$ cat src/logic/adcc_pkg.sv
// conversion control package: register indices, field layouts, reset
// values, mode codes and conversion-time counts.
// assumes a 32-bit axi4-lite register bus; byte address = index * 4.
// Operation
// start bit one begins conversion and clears itself; zero has no effect.
// mode field 00 disable, 01 single software start, 11 repeat, 10 reserved.
// channel codes 0000 to 0111 pick inputs zero to seven; others reserved.
// input-control bit zero enables analog inputs, one disables them.
// software changes channel only while the busy flag reads zero.
// no restart while converting; software awaits done flag or interrupt.
// standby resets control registers; writes ignored until normal mode.
// software writes zero to bit 0 and one to bit 4 of control two.
// control two bits seven and six read as undefined, here zero.
// ladder bit zero: ladder on only while converting; one: always on.
// codes give 39, 78, 156, 312, 624, 1248 clocks; 001, 111 reserved.
// completion stores result, sets done flag and raises interrupt together.
// reading the upper result clears done; read lower register first.
// busy rises at start, falls at finish, and clears on standby entry.
// lower result bits three to zero read unstable, here zero.
// single mode converts the selected channel once per start.
// repeat mode restarts immediately after each completed conversion.
// writing mode 00 halts at once and discards the partial result.
// new start clears done but keeps old result until next completion.
// standby aborts conversion, clears results, no automatic resume.
// sequencer counts to selected time; starts ignored while disabled.
// upper holds result bits 9..2; lower bits 7, 6 hold result bits 1, 0.
package adcc_pkg;

    // register indices; the byte address is four times the index
    localparam logic [7:0] IDX_CTRL_ONE = 8'h1c;
    localparam logic [7:0] IDX_CTRL_TWO = 8'h1d;
    localparam logic [7:0] IDX_RES_LOW  = 8'h1e;
    localparam logic [7:0] IDX_RES_HIGH = 8'h1f;
    localparam logic [1:0] SEL_CTRL_ONE = 2'h0;
    localparam logic [1:0] SEL_CTRL_TWO = 2'h1;
    localparam logic [1:0] SEL_RES_LOW  = 2'h2;
    localparam logic [1:0] SEL_RES_HIGH = 2'h3;

    // reset values
    localparam logic [7:0] CTRL_ONE_RST = 8'h10;
    localparam logic [7:0] CTRL_TWO_RST = 8'h10;

    // operating mode codes
    localparam logic [1:0] MODE_OFF    = 2'h0;
    localparam logic [1:0] MODE_SINGLE = 2'h1;
    localparam logic [1:0] MODE_RSV    = 2'h2;
    localparam logic [1:0] MODE_REPEAT = 2'h3;

    // conversion-time codes and counts in mclk cycles
    localparam logic [2:0]  ACK_39   = 3'h0;
    localparam logic [2:0]  ACK_78   = 3'h2;
    localparam logic [2:0]  ACK_156  = 3'h3;
    localparam logic [2:0]  ACK_312  = 3'h4;
    localparam logic [2:0]  ACK_624  = 3'h5;
    localparam logic [2:0]  ACK_1248 = 3'h6;
    localparam int          CNT_W    = 11;
    localparam logic [10:0] CYC_39   = 11'h027;
    localparam logic [10:0] CYC_78   = 11'h04e;
    localparam logic [10:0] CYC_156  = 11'h09c;
    localparam logic [10:0] CYC_312  = 11'h138;
    localparam logic [10:0] CYC_624  = 11'h270;
    localparam logic [10:0] CYC_1248 = 11'h4e0;

    localparam logic [1:0] RESP_OKAY   = 2'h0;
    localparam logic [1:0] RESP_SLVERR = 2'h2;

    typedef struct packed {
        logic       start;
        logic [1:0] mode;
        logic       gate;     // one disables analog inputs
        logic [3:0] chan;
    } adcc_ctrl1_t;

    typedef struct packed {
        logic [1:0] unused;
        logic       ladder;
        logic       fixed1;
        logic [2:0] ack;
        logic       fixed0;
    } adcc_ctrl2_t;

    typedef struct packed {
        logic [2:0] chan;       // selected analog input
        logic       chan_ok;    // channel code not reserved
        logic       input_en;   // analog inputs enabled
        logic       ladder_on;  // reference ladder connected
        logic       converting; // sample-hold and comparator running
    } adcc_ana_t;

    typedef enum logic [1:0] {
        ST_IDLE = 2'b01,
        ST_CONV = 2'b10
    } adcc_state_t;

endpackage

$ cat src/logic/adcc_top.sv
// conversion control block: axi4-lite slave, control registers,
// conversion sequencer and result registers.
// assumes the analog front end delivers its ten-bit code on sar_code,
// asynchronous to mclk and stable by the end of each conversion time.
//
// The AXI4-Lite slave port is this design's own decision.
`timescale 1ns/100ps
module adcc_top #(
    parameter int ADDR_W = 8
) (
    input  wire logic             mclk,
    input  wire logic             sys_rst,
    input  wire logic [ADDR_W-1:0] s_axi_awaddr,
    input  wire logic             s_axi_awvalid,
    output logic                  s_axi_awready,
    input  wire logic [31:0]      s_axi_wdata,
    input  wire logic [3:0]       s_axi_wstrb,
    input  wire logic             s_axi_wvalid,
    output logic                  s_axi_wready,
    output logic [1:0]            s_axi_bresp,
    output logic                  s_axi_bvalid,
    input  wire logic             s_axi_bready,
    input  wire logic [ADDR_W-1:0] s_axi_araddr,
    input  wire logic             s_axi_arvalid,
    output logic                  s_axi_arready,
    output logic [31:0]           s_axi_rdata,
    output logic [1:0]            s_axi_rresp,
    output logic                  s_axi_rvalid,
    input  wire logic             s_axi_rready,
    input  wire logic             standby_req,
    input  wire logic [9:0]       sar_code,
    output adcc_pkg::adcc_ana_t   ana_ctrl,
    output logic                  conv_complete_irq
);
    import adcc_pkg::*;

    // elaboration-time check of the address width
    if (ADDR_W < 7 || ADDR_W > 32) begin : g_bad_addr
        $error("adcc_top: ADDR_W must lie in 7..32");
    end

    adcc_ctrl1_t       ctrl_one_r;
    adcc_ctrl2_t       ctrl_two_r;
    adcc_state_t       state_r;
    logic [CNT_W-1:0]  cnt_r;
    logic [CNT_W-1:0]  tgt_r;
    logic [9:0]        result_r;
    logic              conv_done_flag_r;
    logic [9:0]        sar_s1_r;
    logic [9:0]        sar_s2_r;
    logic              irq_r;
    adcc_ana_t         ana_r;
    logic              aw_got_r;
    logic              w_got_r;
    logic [ADDR_W-1:0] awaddr_r;
    logic [7:0]        wbyte_r;
    logic              wlane_r;
    logic              bvalid_r;
    logic [1:0]        bresp_r;
    logic              rvalid_r;
    logic [31:0]       rdata_r;
    logic [1:0]        rresp_r;

    // address decode: bit 2 is hit, bits 1:0 select the register
    function automatic logic [2:0] reg_dec(input logic [ADDR_W-1:0] a);
        logic [31:0] w;
        w = 32'(a) >> 2;
        reg_dec = {(w >= 32'(IDX_CTRL_ONE)) && (w <= 32'(IDX_RES_HIGH)),
                   w[1:0]};
    endfunction

    // conversion length for a time code; reserved codes take the longest
    function automatic logic [CNT_W-1:0] conv_cycles(input logic [2:0] c);
        case (c)
            ACK_39:   conv_cycles = CYC_39;
            ACK_78:   conv_cycles = CYC_78;
            ACK_156:  conv_cycles = CYC_156;
            ACK_312:  conv_cycles = CYC_312;
            ACK_624:  conv_cycles = CYC_624;
            ACK_1248: conv_cycles = CYC_1248;
            default:  conv_cycles = CYC_1248;
        endcase
    endfunction

    // bus-side strobes
    logic [2:0] wr_dec;
    logic [2:0] rd_dec;
    logic       wr_fire;
    logic       rd_fire;
    logic       wr_one;
    logic       wr_two;
    logic       rd_high;
    assign wr_dec  = reg_dec(awaddr_r);
    assign rd_dec  = reg_dec(s_axi_araddr);
    assign wr_fire = aw_got_r && w_got_r && !bvalid_r;
    assign rd_fire = s_axi_arvalid && !rvalid_r;
    assign wr_one  = wr_fire && wlane_r && wr_dec[2]
                     && (wr_dec[1:0] == SEL_CTRL_ONE) && !standby_req;
    assign wr_two  = wr_fire && wlane_r && wr_dec[2]
                     && (wr_dec[1:0] == SEL_CTRL_TWO) && !standby_req;
    assign rd_high = rd_fire && rd_dec[2] && (rd_dec[1:0] == SEL_RES_HIGH);

    // sequencer events
    logic mode_run;
    logic begin_conv;
    logic comp;
    logic halt;
    assign mode_run   = (ctrl_one_r.mode == MODE_SINGLE)
                        || (ctrl_one_r.mode == MODE_REPEAT);
    assign begin_conv = ctrl_one_r.start && mode_run
                        && (state_r == ST_IDLE) && !standby_req;
    assign halt       = (state_r == ST_CONV)
                        && (ctrl_one_r.mode == MODE_OFF);
    assign comp       = (state_r == ST_CONV) && !halt && !standby_req
                        && (cnt_r == tgt_r - 1'b1);

    // handshake outputs
    assign s_axi_awready = !aw_got_r;
    assign s_axi_wready  = !w_got_r;
    assign s_axi_bvalid  = bvalid_r;
    assign s_axi_bresp   = bresp_r;
    assign s_axi_arready = !rvalid_r;
    assign s_axi_rvalid  = rvalid_r;
    assign s_axi_rdata   = rdata_r;
    assign s_axi_rresp   = rresp_r;
    assign ana_ctrl          = ana_r;
    assign conv_complete_irq = irq_r;

    // write address and data capture, either order
    always_ff @(posedge mclk or posedge sys_rst) begin
        if (sys_rst) begin
            aw_got_r <= 1'b0;
            w_got_r  <= 1'b0;
            awaddr_r <= '0;
            wbyte_r  <= 8'h00;
            wlane_r  <= 1'b0;
        end else begin
            if (s_axi_awvalid && !aw_got_r) begin
                aw_got_r <= 1'b1;
                awaddr_r <= s_axi_awaddr;
            end else if (wr_fire) begin
                aw_got_r <= 1'b0;
            end
            if (s_axi_wvalid && !w_got_r) begin
                w_got_r <= 1'b1;
                wbyte_r <= s_axi_wdata[7:0];
                wlane_r <= s_axi_wstrb[0];
            end else if (wr_fire) begin
                w_got_r <= 1'b0;
            end
        end
    end

    // write response
    always_ff @(posedge mclk or posedge sys_rst) begin
        if (sys_rst) begin
            bvalid_r <= 1'b0;
            bresp_r  <= RESP_OKAY;
        end else if (wr_fire) begin
            bvalid_r <= 1'b1;
            bresp_r  <= wr_dec[2] ? RESP_OKAY : RESP_SLVERR;
        end else if (s_axi_bready) begin
            bvalid_r <= 1'b0;
        end
    end

    // read data path; unused and unstable bits read zero
    always_ff @(posedge mclk or posedge sys_rst) begin
        if (sys_rst) begin
            rvalid_r <= 1'b0;
            rdata_r  <= 32'h0000_0000;
            rresp_r  <= RESP_OKAY;
        end else if (rd_fire) begin
            rvalid_r <= 1'b1;
            rresp_r  <= rd_dec[2] ? RESP_OKAY : RESP_SLVERR;
            rdata_r  <= 32'h0000_0000;
            if (rd_dec[2]) begin
                case (rd_dec[1:0])
                    SEL_CTRL_ONE: rdata_r[7:0] <= ctrl_one_r;
                    SEL_CTRL_TWO: rdata_r[5:0] <= ctrl_two_r[5:0];
                    SEL_RES_LOW:  rdata_r[7:0] <= {result_r[1:0],
                                                   conv_done_flag_r,
                                                   state_r == ST_CONV,
                                                   4'h0};
                    default:      rdata_r[7:0] <= result_r[9:2];
                endcase
            end
        end else if (s_axi_rready) begin
            rvalid_r <= 1'b0;
        end
    end

    // control one: standby reinitialises, start clears itself
    always_ff @(posedge mclk or posedge sys_rst) begin
        if (sys_rst) begin
            ctrl_one_r <= CTRL_ONE_RST;
        end else if (standby_req) begin
            ctrl_one_r <= CTRL_ONE_RST;
        end else if (wr_one) begin
            ctrl_one_r <= wbyte_r;
            if (!wbyte_r[7]) begin
                ctrl_one_r.start <= ctrl_one_r.start;
            end
        end else begin
            ctrl_one_r.start <= 1'b0;
        end
    end

    // control two: conversion time and ladder control
    always_ff @(posedge mclk or posedge sys_rst) begin
        if (sys_rst) begin
            ctrl_two_r <= CTRL_TWO_RST;
        end else if (standby_req) begin
            ctrl_two_r <= CTRL_TWO_RST;
        end else if (wr_two) begin
            ctrl_two_r <= {2'h0, wbyte_r[5:0]};
        end
    end

    // sequencer state and cycle counter
    always_ff @(posedge mclk or posedge sys_rst) begin
        if (sys_rst) begin
            state_r <= ST_IDLE;
            cnt_r   <= '0;
            tgt_r   <= CYC_39;
        end else begin
            case (state_r)
                ST_IDLE: begin
                    if (begin_conv) begin
                        state_r <= ST_CONV;
                        cnt_r   <= '0;
                        tgt_r   <= conv_cycles(ctrl_two_r.ack);
                    end
                end
                ST_CONV: begin
                    if (standby_req || halt) begin
                        state_r <= ST_IDLE;
                    end else if (comp) begin
                        cnt_r <= '0;
                        tgt_r <= conv_cycles(ctrl_two_r.ack);
                        if (ctrl_one_r.mode != MODE_REPEAT) begin
                            state_r <= ST_IDLE;
                        end // else restart at once
                    end else begin
                        cnt_r <= cnt_r + 1'b1;
                    end
                end
                default: state_r <= ST_IDLE;
            endcase
        end
    end

    // analog code synchroniser
    always_ff @(posedge mclk or posedge sys_rst) begin
        if (sys_rst) begin
            sar_s1_r <= 10'h000;
            sar_s2_r <= 10'h000;
        end else begin
            sar_s1_r <= sar_code;
            sar_s2_r <= sar_s1_r;
        end
    end

    // result store, done flag and completion pulse
    always_ff @(posedge mclk or posedge sys_rst) begin
        if (sys_rst) begin
            result_r         <= 10'h000;
            conv_done_flag_r <= 1'b0;
            irq_r            <= 1'b0;
        end else begin
            irq_r <= comp;
            if (standby_req) begin
                result_r         <= 10'h000;
                conv_done_flag_r <= 1'b0;
            end else if (comp) begin
                result_r         <= sar_s2_r;
                conv_done_flag_r <= 1'b1;     // set wins over clear
            end else if (rd_high || begin_conv) begin
                conv_done_flag_r <= 1'b0;
            end
        end
    end

    // registered analog-side controls
    always_ff @(posedge mclk or posedge sys_rst) begin
        if (sys_rst) begin
            ana_r <= '0;
        end else begin
            ana_r.chan       <= ctrl_one_r.chan[2:0];
            ana_r.chan_ok    <= !ctrl_one_r.chan[3];
            ana_r.input_en   <= !ctrl_one_r.gate;
            ana_r.ladder_on  <= ctrl_two_r.ladder
                                || (state_r == ST_CONV);
            ana_r.converting <= (state_r == ST_CONV);
        end
    end
endmodule // adcc_top

$ cat config.mk
export PLATFORM = sky130hd
export DESIGN_NAME = adcc_top
export DESIGN_NICKNAME = d
export VERILOG_FILES = /design/src/logic/adcc_pkg.sv /design/src/logic/adcc_top.sv
export SDC_FILE = /design/constraint.sdc
export NUM_CORES = 1
export LEC_CHECK = 0
export BUFFER_PORTS_ARGS = -buffer_cell sky130_fd_sc_hd__clkbuf_2
export CAP_MARGIN = 40
export CORE_UTILIZATION = 40
export DETAILED_ROUTE_END_ITERATION = 7
export GPL_ROUTABILITY_DRIVEN = 1
export SLEW_MARGIN = 10
export SYNTH_ARGS = -nofsm -noshare
export SYNTH_HDL_FRONTEND = slang
export SYNTH_SLANG_ARGS = --single-unit
$ cat constraint.sdc
create_clock -name mclk -period 3.6 [get_ports mclk]
set_clock_uncertainty 0.15 [all_clocks]
set_input_delay 0.36 -clock mclk [delete_from_list [all_inputs] [get_ports mclk]]
set_output_delay 0.36 -clock mclk [all_outputs]
set_load 0.01 [all_outputs]
==> results by group, run 1 <==
Detailed routing
  • Via count: 3162
  • Post-DRT Antenna Nets: 0
  • Drt pass-1 iters: 4
  • DRC violations left: 0
  • DR iter-0 viols: 124
  • Vias/cell: 4.96
  • Wire per inst: 13.9 um
  • WL final: 8870 um

Synth
  • EDFF count, synth: 0
  • Cells after Synth: 419
  • Cell taking the most area after synthesis: dfrtp_1
  • Synth top area share: 52.5%
  • Unique masters post-synth: 53
  • Seq/Total Area, Yosys: 56.4%
  • Synth Flop Type: dfrtp_1
  • Synthesized flop and latch total: 106
  • Syn Std Cell Area: 0.00472 mm2
  • Synth area leaders: dfrtp_1, mux2_2, buf_4
  • Syn Area/Cell: 11.3 um2
  • Async set-reset flop share out of synthesis: 100%
  • Synth warn: 0

Min path
  • Cells on Worst Hold Path: 2
  • Hold Path Class: input pin to register

Timing
  • Final hold violation count: 0
  • Fin crit share: 86.0%
  • Max Fclk: 0.323 GHz
  • RSZ-0062 raised after global routing: false
  • Worst Max-Slew Pin Slew: 793 ps
  • Relative slew slack: 47.0%
  • Minimum clock period: 3100 ps
  • Max-slew violation count: 0
  • # setup viols final: 0
  • Total negative slack: 0 ps
  • Hold WS: 32.8 ps

Finish
  • Final instance area: 0.00551 mm2
  • Share of cells above drive strength 1: 25.7%
  • Commonest non-fill, non-tap cells in the layout: dfrtp_1, clkbuf_2, nand2_1
  • Commonest non-fill, non-tap cell in the layout: dfrtp_1
  • Filler cells: 1051
  • Antenna Cells: 0
  • Nets: 562
  • Area growth, synth to finish: 16.7%

Placed design
  • Area after DPL: 0.00508 mm2
  • GP Congestion: 0.790
  • # port buffers: 61
  • Post-detailed-placement half-perimeter wirelength: 6490 um

Die
  • Die height: 111 um
  • I/O pin cnt: 119
  • Initial Utilization: 41.2%
  • Core area: 0.0115 mm2
  • Std cell rows: 39
  • Die area: 0.0122 mm2
  • Die width: 111 um

Clock tree
  • Cts bufs inserted: 9
  • # resized after CTS: 0
  • Clock Tree Buf Depth: 2
  • Total number of H-tree levels: 3
  • CTS tree: built
  • Clock Sink Count: 106
  • Clock Latency Late Sink: 350 ps
  • Root buf cell: clkbuf_16
  • CTS clk-pin slew, worst paths: 70 ps

Power
  • P_leak: 0.00260 uW
  • PwrDens: 495 mW/mm2
  • Peak VDD IR: 301 uV

Global routing
  • Initial antenna violation count: 0
  • Largest net degree at the start of global routing: 53
  • Final global-route overflow total: 0
  • First-pass GRT wire length: 14900 um
  • GRT Overall Usage: 15.4%
  • Vias in the first global route: 3044

Critical path
  • R2r startpoint: tgt_r[0]$_DFFE_PP1P_
  • WS Path Type: register to register
  • Reg-to-Reg End: state_r[1]$_DFFE_PP0P_
  • FF-to-FF setup slack: 500 ps
  • Critical path startpoint: tgt_r[0]$_DFFE_PP1P_
  • R2R cell count: 10
  • Worst Path Arrival: 3180 ps
  • Crit. End Element: register
  • Worst path required time: 3680 ps
  • Worst Setup Start Kind: register
  • Critical Path Sink: state_r[1]$_DFFE_PP0P_
  • Crit Path Max Fanout: 24

Job
  • Maximum capacitance violations: 0

Status
  • Run status: finished clean
-- worst min path at each step --
stage,from,endpoint,slack [ps]
after global placement,sar_s1_r[1]$_DFF_PP0_,sar_s2_r[1]$_DFF_PP0_,180
after CTS,s_axi_bready,s_axi_bvalid$_DFFE_PP0P_,30
final,s_axi_bready,s_axi_bvalid$_DFFE_PP0P_,30
after detailed placement,sar_s1_r[0]$_DFF_PP0_,sar_s2_r[0]$_DFF_PP0_,190
after floorplan,sar_s1_r[0]$_DFF_PP0_,sar_s2_r[0]$_DFF_PP0_,180
after global routing,s_axi_bready,s_axi_bvalid$_DFFE_PP0P_,30
-- critical path, stage by stage, from the launching register on --
cell,delay [ps]
dfstp_2,580
inv_1,50
ha_1,280
nor2b_1,160
or3_1,330
a31o_1,230
a2111oi_2,220
and4b_1,280
buf_4,270
nor3_1,120
or2_2,310
-- sequential cells by signal, indices dropped and copies added, names as in the netlist --
signal / flops
result_r: 10
conv_done_flag_r: 1
ctrl_one_r: 8
wlane_r: 1
s_axi_rresp: 1
s_axi_bvalid: 1
ctrl_two_r: 6
s_axi_rdata: 8
conv_complete_irq: 1
awaddr_r: 6
wbyte_r: 8
sar_s2_r: 10
ana_ctrl: 7
cnt_r: 11
w_got_r: 1
aw_got_r: 1
s_axi_rvalid: 1
s_axi_bresp: 1
sar_s1_r: 10
state_r: 2
tgt_r: 11
-- cell usage after synthesis, drive strengths merged, types with 2 or more instances --
library cell,instances
nor2,28
xnor2,7
o21a,3
mux2i,6
inv,21
mux4,2
a22o,12
nor3,9
a21oi,9
and4b,2
a22oi,6
clkbuf,11
mux2,26
nand4,3
dfrtp,99
a21o,3
dfstp,7
a211oi,3
buf,31
nand4b,2
and3,5
a31oi,5
o2111ai,2
nor2b,6
nand2,39
ha,2
xor2,9
or2,4
nand2b,6
nand3,7
o21ai,27
-- cell type report --
type	instances	area [um2]	share of cell area, %
sequential	106	2660	48.3
multi-input combinational	274	1800	32.6
timing repair buffer	77	470	8.54
clock buffer	9	225	4.09
tap	143	179	3.25
clock inverter	7	93.8	1.70
inverter	22	85.1	1.54
-- routing by layer --
layer | up-vias | routed length, um | track usage (%)
met1 | 1529 | 4100 | 20.4
met4 | 0 | 125 | 5.33
li1 | 1527 | - | -
met3 | 10 | 414 | 4.16
met2 | 96 | 4230 | 24.5
met5 | - | 0 | 0
-- kinds of logic (layout without fill, tap and decap cells) --
kind of cell,after synthesis,in the layout,synth area share (%)
other,1,26,0.0794
muxes,34,34,8.66
and+or+nand+nor,118,118,12.5
buffers and inverters,64,115,7.58
adders and majority gates,2,2,0.530
AOI/OAI and AO/OA,78,78,11.3
DFF,106,106,56.4
xor gates and xnor gates,16,16,2.97
-- metrics by stage --
step | util (%) | power [uW] | std cells | setup WS, ps
4_1_cts | 48.0 | 2760 | 637 | 491
3_5_place_dp | 44.3 | 1720 | 610 | 501
5_1_grt | 48.1 | 2840 | 638 | 327
3_3_place_gp | 44.0 | 1700 | 609 | 538
6_report | 48.1 | 2730 | 638 | 504
2_1_floorplan | - | 1630 | 444 | 313
-- power by group --
part | total [uW] | internal [uW] | switching, uW
Sequential | 1400 | 1320 | 82.4
Combinational | 299 | 151 | 149
Clock | 1030 | 560 | 470
-- timing repair --
action | 4_1_cts | 5_1_grt
hold buffers | 11 | 0
buffers inserted | 0 | 0
endpoints found under the hold margin | 40 | 0
endpoints found under the setup margin | 0 | 0
No activity file was read; power rests on OpenSTA's default activity.
==> inputs of run 2 (changes only) <==
==> constraint.sdc (replaced) <==
create_clock -name mclk -period 3.6 [get_ports mclk]
set_clock_uncertainty 0.15 [all_clocks]
set_input_delay 0.72 -clock mclk [delete_from_list [all_inputs] [get_ports mclk]]
set_output_delay 0.72 -clock mclk [all_outputs]
set_load 0.01 [all_outputs]
==> run 2 against run 1 <==
  * Register-to-register slack worse by 30 ps
  * Cell count is 1.9% lower
  * Highest routed layer unchanged
  * Sequential share of layout area is 1.2 points higher
  * Flip-flop and latch count stayed put
  * Sequential power hardly changed
  * Global-route usage is 0.34 points higher
  * Worst hold slack better by 170 ps
  * Combinational power is 4% lower
  * Via count is 1.8% lower
  * Critical path type unchanged
==> results by group, run 2 (synthesis results as in run 1) <==
Status
  • Run status: finished clean

Timing
  • Fin crit share: 86.7% (+0.72 points)
  • Worst Max-Slew Pin Slew: 744 ps (-49.1 ps)
  • Max-slew violation count: 0 (unchanged)
  • Total negative slack: 0 ps (unchanged)
  • Hold WS: 201 ps (+169 ps)
  • Relative slew slack: 50.3% (+3.3 points)
  • Minimum clock period: 3120 ps (+25.8 ps)
  • Final hold violation count: 0 (unchanged)
  • # setup viols final: 0 (unchanged)
  • RSZ-0062 raised after global routing: false
  • Max Fclk: 0.320 GHz (-0.83%)

Critical path
  • Worst Path Arrival: 3210 ps (+30 ps)
  • Crit Path Max Fanout: 24 (unchanged)
  • Crit. End Element: register
  • Worst path required time: 3690 ps (about the same)
  • Worst Setup Start Kind: register
  • WS Path Type: register to register

Min path
  • Hold Path Class: register to register

Clock tree
  • CTS tree: built
  • Clock Latency Late Sink: 360 ps (about the same)
  • # resized after CTS: 0 (unchanged)
  • Clock Sink Count: 106 (unchanged)
  • Total number of H-tree levels: 3 (unchanged)
  • CTS clk-pin slew, worst paths: 80 ps (about the same)
  • Number of post-CTS setup repair buffers: 0 (unchanged)
  • Root buf cell: clkbuf_16
  • Cts bufs inserted: 9 (unchanged)
  • Clock Tree Buf Depth: 2 (unchanged)
  • Post-CTS Hold Buffers: 0 (-11)

Finish
  • Commonest non-fill, non-tap cells in the layout: dfrtp_1, clkbuf_2, nand2_1
  • Share of cells above drive strength 1: 26.1% (+0.43 points)
  • Nets: 550 (-2.1%)
  • Storage element area: 0.00266 mm2 (unchanged)
  • Filler cells: 1073 (+2.1%)
  • Top Registers: cnt_r (11), tgt_r (11)
  • Commonest non-fill, non-tap cell in the layout: dfrtp_1
  • Multi-input logic area: 0.00180 mm2 (unchanged)
  • Area growth, synth to finish: 13.8%
  • Antenna Cells: 0 (unchanged)

Global routing
  • Met1 GRT Util: 20.5% (+0.064 points)
  • Global routing met2 resource utilization: 24.8% (+0.33 points)
  • First-pass GRT wire length: 15000 um (+1.2%)
  • Gr busiest metal: met2
  • Final global-route overflow total: 0 (unchanged)
  • Initial antenna violation count: 0 (unchanged)
  • Vias in the first global route: 3056 (+0.39%)
  • Largest net degree at the start of global routing: 107 (+100%)
  • GRT Overall Usage: 15.8% (+0.34 points)
  • Met3 usage: 5.14% (+0.98 points)

Power
  • P_leak: 0.00254 uW (-2.4%)
  • PwrDens: 495 mW/mm2 (about the same)
  • Peak VDD IR: 390 uV (+30%)

Placed design
  • GP Congestion: 0.779 (-1.3%)
  • Post-detailed-placement half-perimeter wirelength: 6270 um (-3.3%)
  • # port buffers: 61 (unchanged)

Detailed routing
  • Vias/cell: 4.96 (+0.11%)
  • Drt pass-1 iters: 4 (unchanged)
  • DRC violations left: 0 (unchanged)
  • WL final: 8760 um (-1.2%)
  • Via count: 3106 (-1.8%)
  • Post-DRT Antenna Nets: 0 (unchanged)
  • DR iter-0 viols: 100 (-19%)
  • Wire per inst: 14.0 um (+0.73%)

Job
  • Maximum capacitance violations: 0 (unchanged)

Die
  • Initial Utilization: 41.2% (unchanged)
  • I/O pin cnt: 119 (unchanged)
  • Die height: 111 um (unchanged)
  • Core area: 0.0115 mm2 (unchanged)
  • Die area: 0.0122 mm2 (unchanged)
  • Std cell rows: 39 (unchanged)
  • Die width: 111 um (unchanged)
-- run 2: changes by cell type in the layout (fill, tap and decap cells not counted), sizes merged --
cell	change
clkinv	+2
inv	-1
buf	-1
bufinv	-1
dlygate4sd3	-11
-- run 2: per-stage QoR --
stage	cell area [um2]	cells	util, %	power, uW	setup slack [ps]
after floorplan	4820	444	-	1630	710
after global placement	5060	609	44.2	1700	529
after global routing	5380	626	46.9	2790	236
after CTS	5370	625	46.8	2700	459
final	5380	626	46.9	2660	478
after detailed placement	5060	609	44.2	1720	463
-- run 2: power by group --
group | switching (uW) | total [uW] | internal [uW]
Clock | 482 | 979 | 497
Sequential | 81.5 | 1400 | 1320
Combinational | 146 | 287 | 141
Total | 709 | 2660 | 1950
-- run 2: final cells by class --
cell class                 count  share of cell area (%)
multi-input combinational    274                    33.4
sequential                   106                    49.5
inverter                      22                    1.61
clock inverter                 7                    1.51
clock buffer                   9                    4.19
timing repair buffer          65                    6.42
tap                          143                    3.33
-- run 2: final timing paths --
check / cells past startpoint / end / slack (ps) / from
setup reg to reg: 10 / state_r[1]$_DFFE_PP0P_ / 480 / tgt_r[0]$_DFFE_PP1P_
min in group asynchronous: 3 / ana_ctrl[5]$_DFF_PP0_ / 330 / sys_rst
hold reg to reg: 0 / sar_s2_r[8]$_DFF_PP0_ / 200 / sar_s1_r[8]$_DFF_PP0_
setup / recovery: 10 / state_r[1]$_DFFE_PP0P_ / 480 / tgt_r[0]$_DFFE_PP1P_
max in group asynchronous: 3 / state_r[0]$_DFFE_PP1P_ / 2530 / sys_rst
hold / removal: 0 / sar_s2_r[8]$_DFF_PP0_ / 200 / sar_s1_r[8]$_DFF_PP0_
-- run 2: routing by layer --
metal	wire length (um)	vias up	part of all wire, %
met1	4110	1527	47
met2	4160	72	48
met5	0	-	0
li1	-	1499	-
met3	372	8	4.2
met4	115	0	1.3
-- run 2: worst max-delay path, cell delays in order, from the launching register on --
cell       delay (ps)
dfstp_2           570
inv_1              50
ha_1              270
nor2b_1           160
or3_1             350
a31o_1            230
a2111oi_2         220
and4b_1           280
buf_4             270
nor3_1            130
or2_2             310
==> inputs of run 3 (changes only) <==
--- a/config.mk
+++ b/config.mk
@@ -10,6 +10,7 @@
 export CORE_UTILIZATION = 40
 export DETAILED_ROUTE_END_ITERATION = 7
 export GPL_ROUTABILITY_DRIVEN = 1
+export PLACE_DENSITY = 0.74
 export SLEW_MARGIN = 10
 export SYNTH_ARGS = -nofsm -noshare
 export SYNTH_HDL_FRONTEND = slang
==> run 3 against run 2 <==
  * Combinational power about the same
  * Clock power decreased by 2.5%
  * Die area unchanged
  * Register-to-register slack got worse by 50 ps
  * Critical path depth decreased by 1
  * Worst hold slack got worse by 80 ps
  * First-iteration DRC count increased by 73%
  * Count of clock-buffer cells in the layout increased by 1
  * Total power decreased by 0.86%
  * Cell area increased by 0.14%
  * Critical path type unchanged
  * Critical endpoint is now tgt_r[9]$_DFFE_PP0P_
  * Largest power group unchanged
==> results by group, run 3 (synthesis results as in run 1) <==
Critical path
  • Worst path required time: 3670 ps (-20 ps)
  • Worst Setup Start Kind: register
  • Crit. End Element: register
  • Worst Path Arrival: 3250 ps (+40 ps)
  • WS Path Type: register to register
  • Crit Path Max Fanout: 15 (-38%)

Global routing
  • Largest net degree at the start of global routing: 65 (-39%)
  • Vias in the first global route: 3178 (+4.0%)
  • Initial antenna violation count: 0 (unchanged)
  • Final global-route overflow total: 0 (unchanged)
  • GRT Overall Usage: 15.4% (-0.33 points)
  • First-pass GRT wire length: 15100 um (+0.55%)

Clock tree
  • Clock Tree Buf Depth: 2 (unchanged)
  • Number of post-CTS setup repair buffers: 0 (unchanged)
  • # resized after CTS: 0 (unchanged)
  • Clock Sink Count: 106 (unchanged)
  • Clock Latency Late Sink: 340 ps (-20 ps)
  • CTS tree: built
  • Total number of H-tree levels: 3 (unchanged)
  • Cts bufs inserted: 9 (unchanged)
  • CTS clk-pin slew, worst paths: 70 ps (about the same)
  • Root buf cell: clkbuf_16
  • Post-CTS Hold Buffers: 0 (unchanged)

Timing
  • Relative slew slack: 48.2% (-2.1 points)
  • # setup viols final: 0 (unchanged)
  • Fin crit share: 88.2% (+1.4 points)
  • Minimum clock period: 3170 ps (+52.1 ps)
  • Worst Max-Slew Pin Slew: 775 ps (+30.9 ps)
  • Max Fclk: 0.315 GHz (-1.6%)
  • Max-slew violation count: 0 (unchanged)
  • Total negative slack: 0 ps (unchanged)
  • RSZ-0062 raised after global routing: false
  • Final hold violation count: 0 (unchanged)

Job
  • Maximum capacitance violations: 0 (unchanged)

Finish
  • Commonest non-fill, non-tap cell in the layout: dfrtp_1
  • Top Registers: cnt_r (11), tgt_r (11)
  • Share of cells above drive strength 1: 26.2% (+0.15 points)
  • Antenna Cells: 0 (unchanged)
  • Commonest non-fill, non-tap cells in the layout: dfrtp_1, clkbuf_2, nand2_1
  • Nets: 551 (+0.18%)
  • Area growth, synth to finish: 14.0%

Power
  • Peak VDD IR: 269 uV (-31%)
  • Clock power share: 36.2% (-0.6 points)
  • Net Sw Power: 678 uW (-4.4%)
  • Seq pwr share: 52.9% (+0.4 points)
  • Power Internal: 1960 uW (+0.44%)
  • PnR Total Power: 2640 uW (-0.86%)
  • Net Sw Frac: 25.7% (-0.96 points)
  • P_leak: 0.00253 uW (about the same)
  • Power share of the combinational group: 11.0% (+0.2 points)
  • PwrDens: 490 mW/mm2 (-1.0%)

Detailed routing
  • DR iter-0 viols: 173 (+73%)
  • Drt pass-1 iters: 4 (unchanged)
  • Vias/cell: 5.01 (+0.97%)
  • WL final: 8700 um (-0.72%)
  • Post-DRT Antenna Nets: 0 (unchanged)
  • Wire per inst: 13.9 um (-0.88%)
  • Via count: 3141 (+1.1%)
  • DRC violations left: 0 (unchanged)

Status
  • Run status: finished clean

Die
  • Die height: 111 um (unchanged)
  • Die area: 0.0122 mm2 (unchanged)
  • Core area: 0.0115 mm2 (unchanged)
  • Die width: 111 um (unchanged)
  • Initial Utilization: 41.2% (unchanged)
  • Std cell rows: 39 (unchanged)
  • I/O pin cnt: 119 (unchanged)

Placed design
  • Post-detailed-placement half-perimeter wirelength: 6410 um (+2.3%)
  • GP Congestion: 0.823 (+5.6%)
  • # port buffers: 61 (unchanged)

Min path
  • Hold Path Class: input pin to async pin
-- run 3: layer usage --
| metal | routed length, um | track usage, % | vias up |
|---|---|---|---|
| met4 | 123 | 5.42 | 0 |
| met3 | 490 | 4.32 | 10 |
| met1 | 3900 | 19.9 | 1522 |
| met5 | 0 | 0 | - |
| li1 | - | - | 1513 |
| met2 | 4190 | 24.9 | 96 |
-- run 3: path summary, 6_finish.rpt --
path | from | end | slack, ps | depth (start not counted)
min in group mclk | sar_s1_r[5]$_DFF_PP0_ | sar_s2_r[5]$_DFF_PP0_ | 200 | 0
max | tgt_r[0]$_DFFE_PP1P_ | tgt_r[9]$_DFFE_PP0P_ | 430 | 9
max reg2reg | tgt_r[0]$_DFFE_PP1P_ | tgt_r[9]$_DFFE_PP0P_ | 430 | 9
max in group asynchronous | sys_rst | state_r[0]$_DFFE_PP1P_ | 2590 | 3
min reg2reg | sar_s1_r[5]$_DFF_PP0_ | sar_s2_r[5]$_DFF_PP0_ | 200 | 0
min | sys_rst | ctrl_one_r[1]$_DFFE_PP0P_ | 120 | 2
-- run 3: final cells by class --
cell class | instances | area [um2]
clock buffer | 10 | 239
clock inverter | 6 | 55.1
fill | 1020 | 6080
inverter | 22 | 86.3
multi-input combinational | 274 | 1800
sequential | 106 | 2660
tap | 143 | 179
timing repair buffer | 66 | 365
-- run 3: power by group through the flow --
| stage | registers (uW) | clock network, uW | logic [uW] |
|---|---|---|---|
| global route | 1410 | 1030 | 324 |
| global placement | 1410 | 0 | 281 |
| floorplan | 1400 | 0 | 227 |
| detailed placement | 1420 | 0 | 296 |
| CTS | 1400 | 980 | 297 |
| finish | 1400 | 955 | 290 |
-- run 3: through the flow --
step                      cell area [um2]  hold slack [ps]  std cells  setup WS [ps]  utilization (%)
after global placement               5060              185        609            518             44.2
after floorplan                      4820              181        444            710                -
after detailed placement             5080              186        610            446             44.3
after CTS                            5380              113        626            426             46.9
final                                5380              121        627            426             46.9
after global routing                 5380              117        627            236             46.9
-- run 3: critical path, cell delays in order, from the launching register on --
cell and delay [ps]:
dfstp_2 570, inv_1 60, ha_1 290, nor2b_1 160, or3_1 340, a31o_1 230, a2111oi_2 230, and4b_1 410
a21o_4 260, mux2_2 360
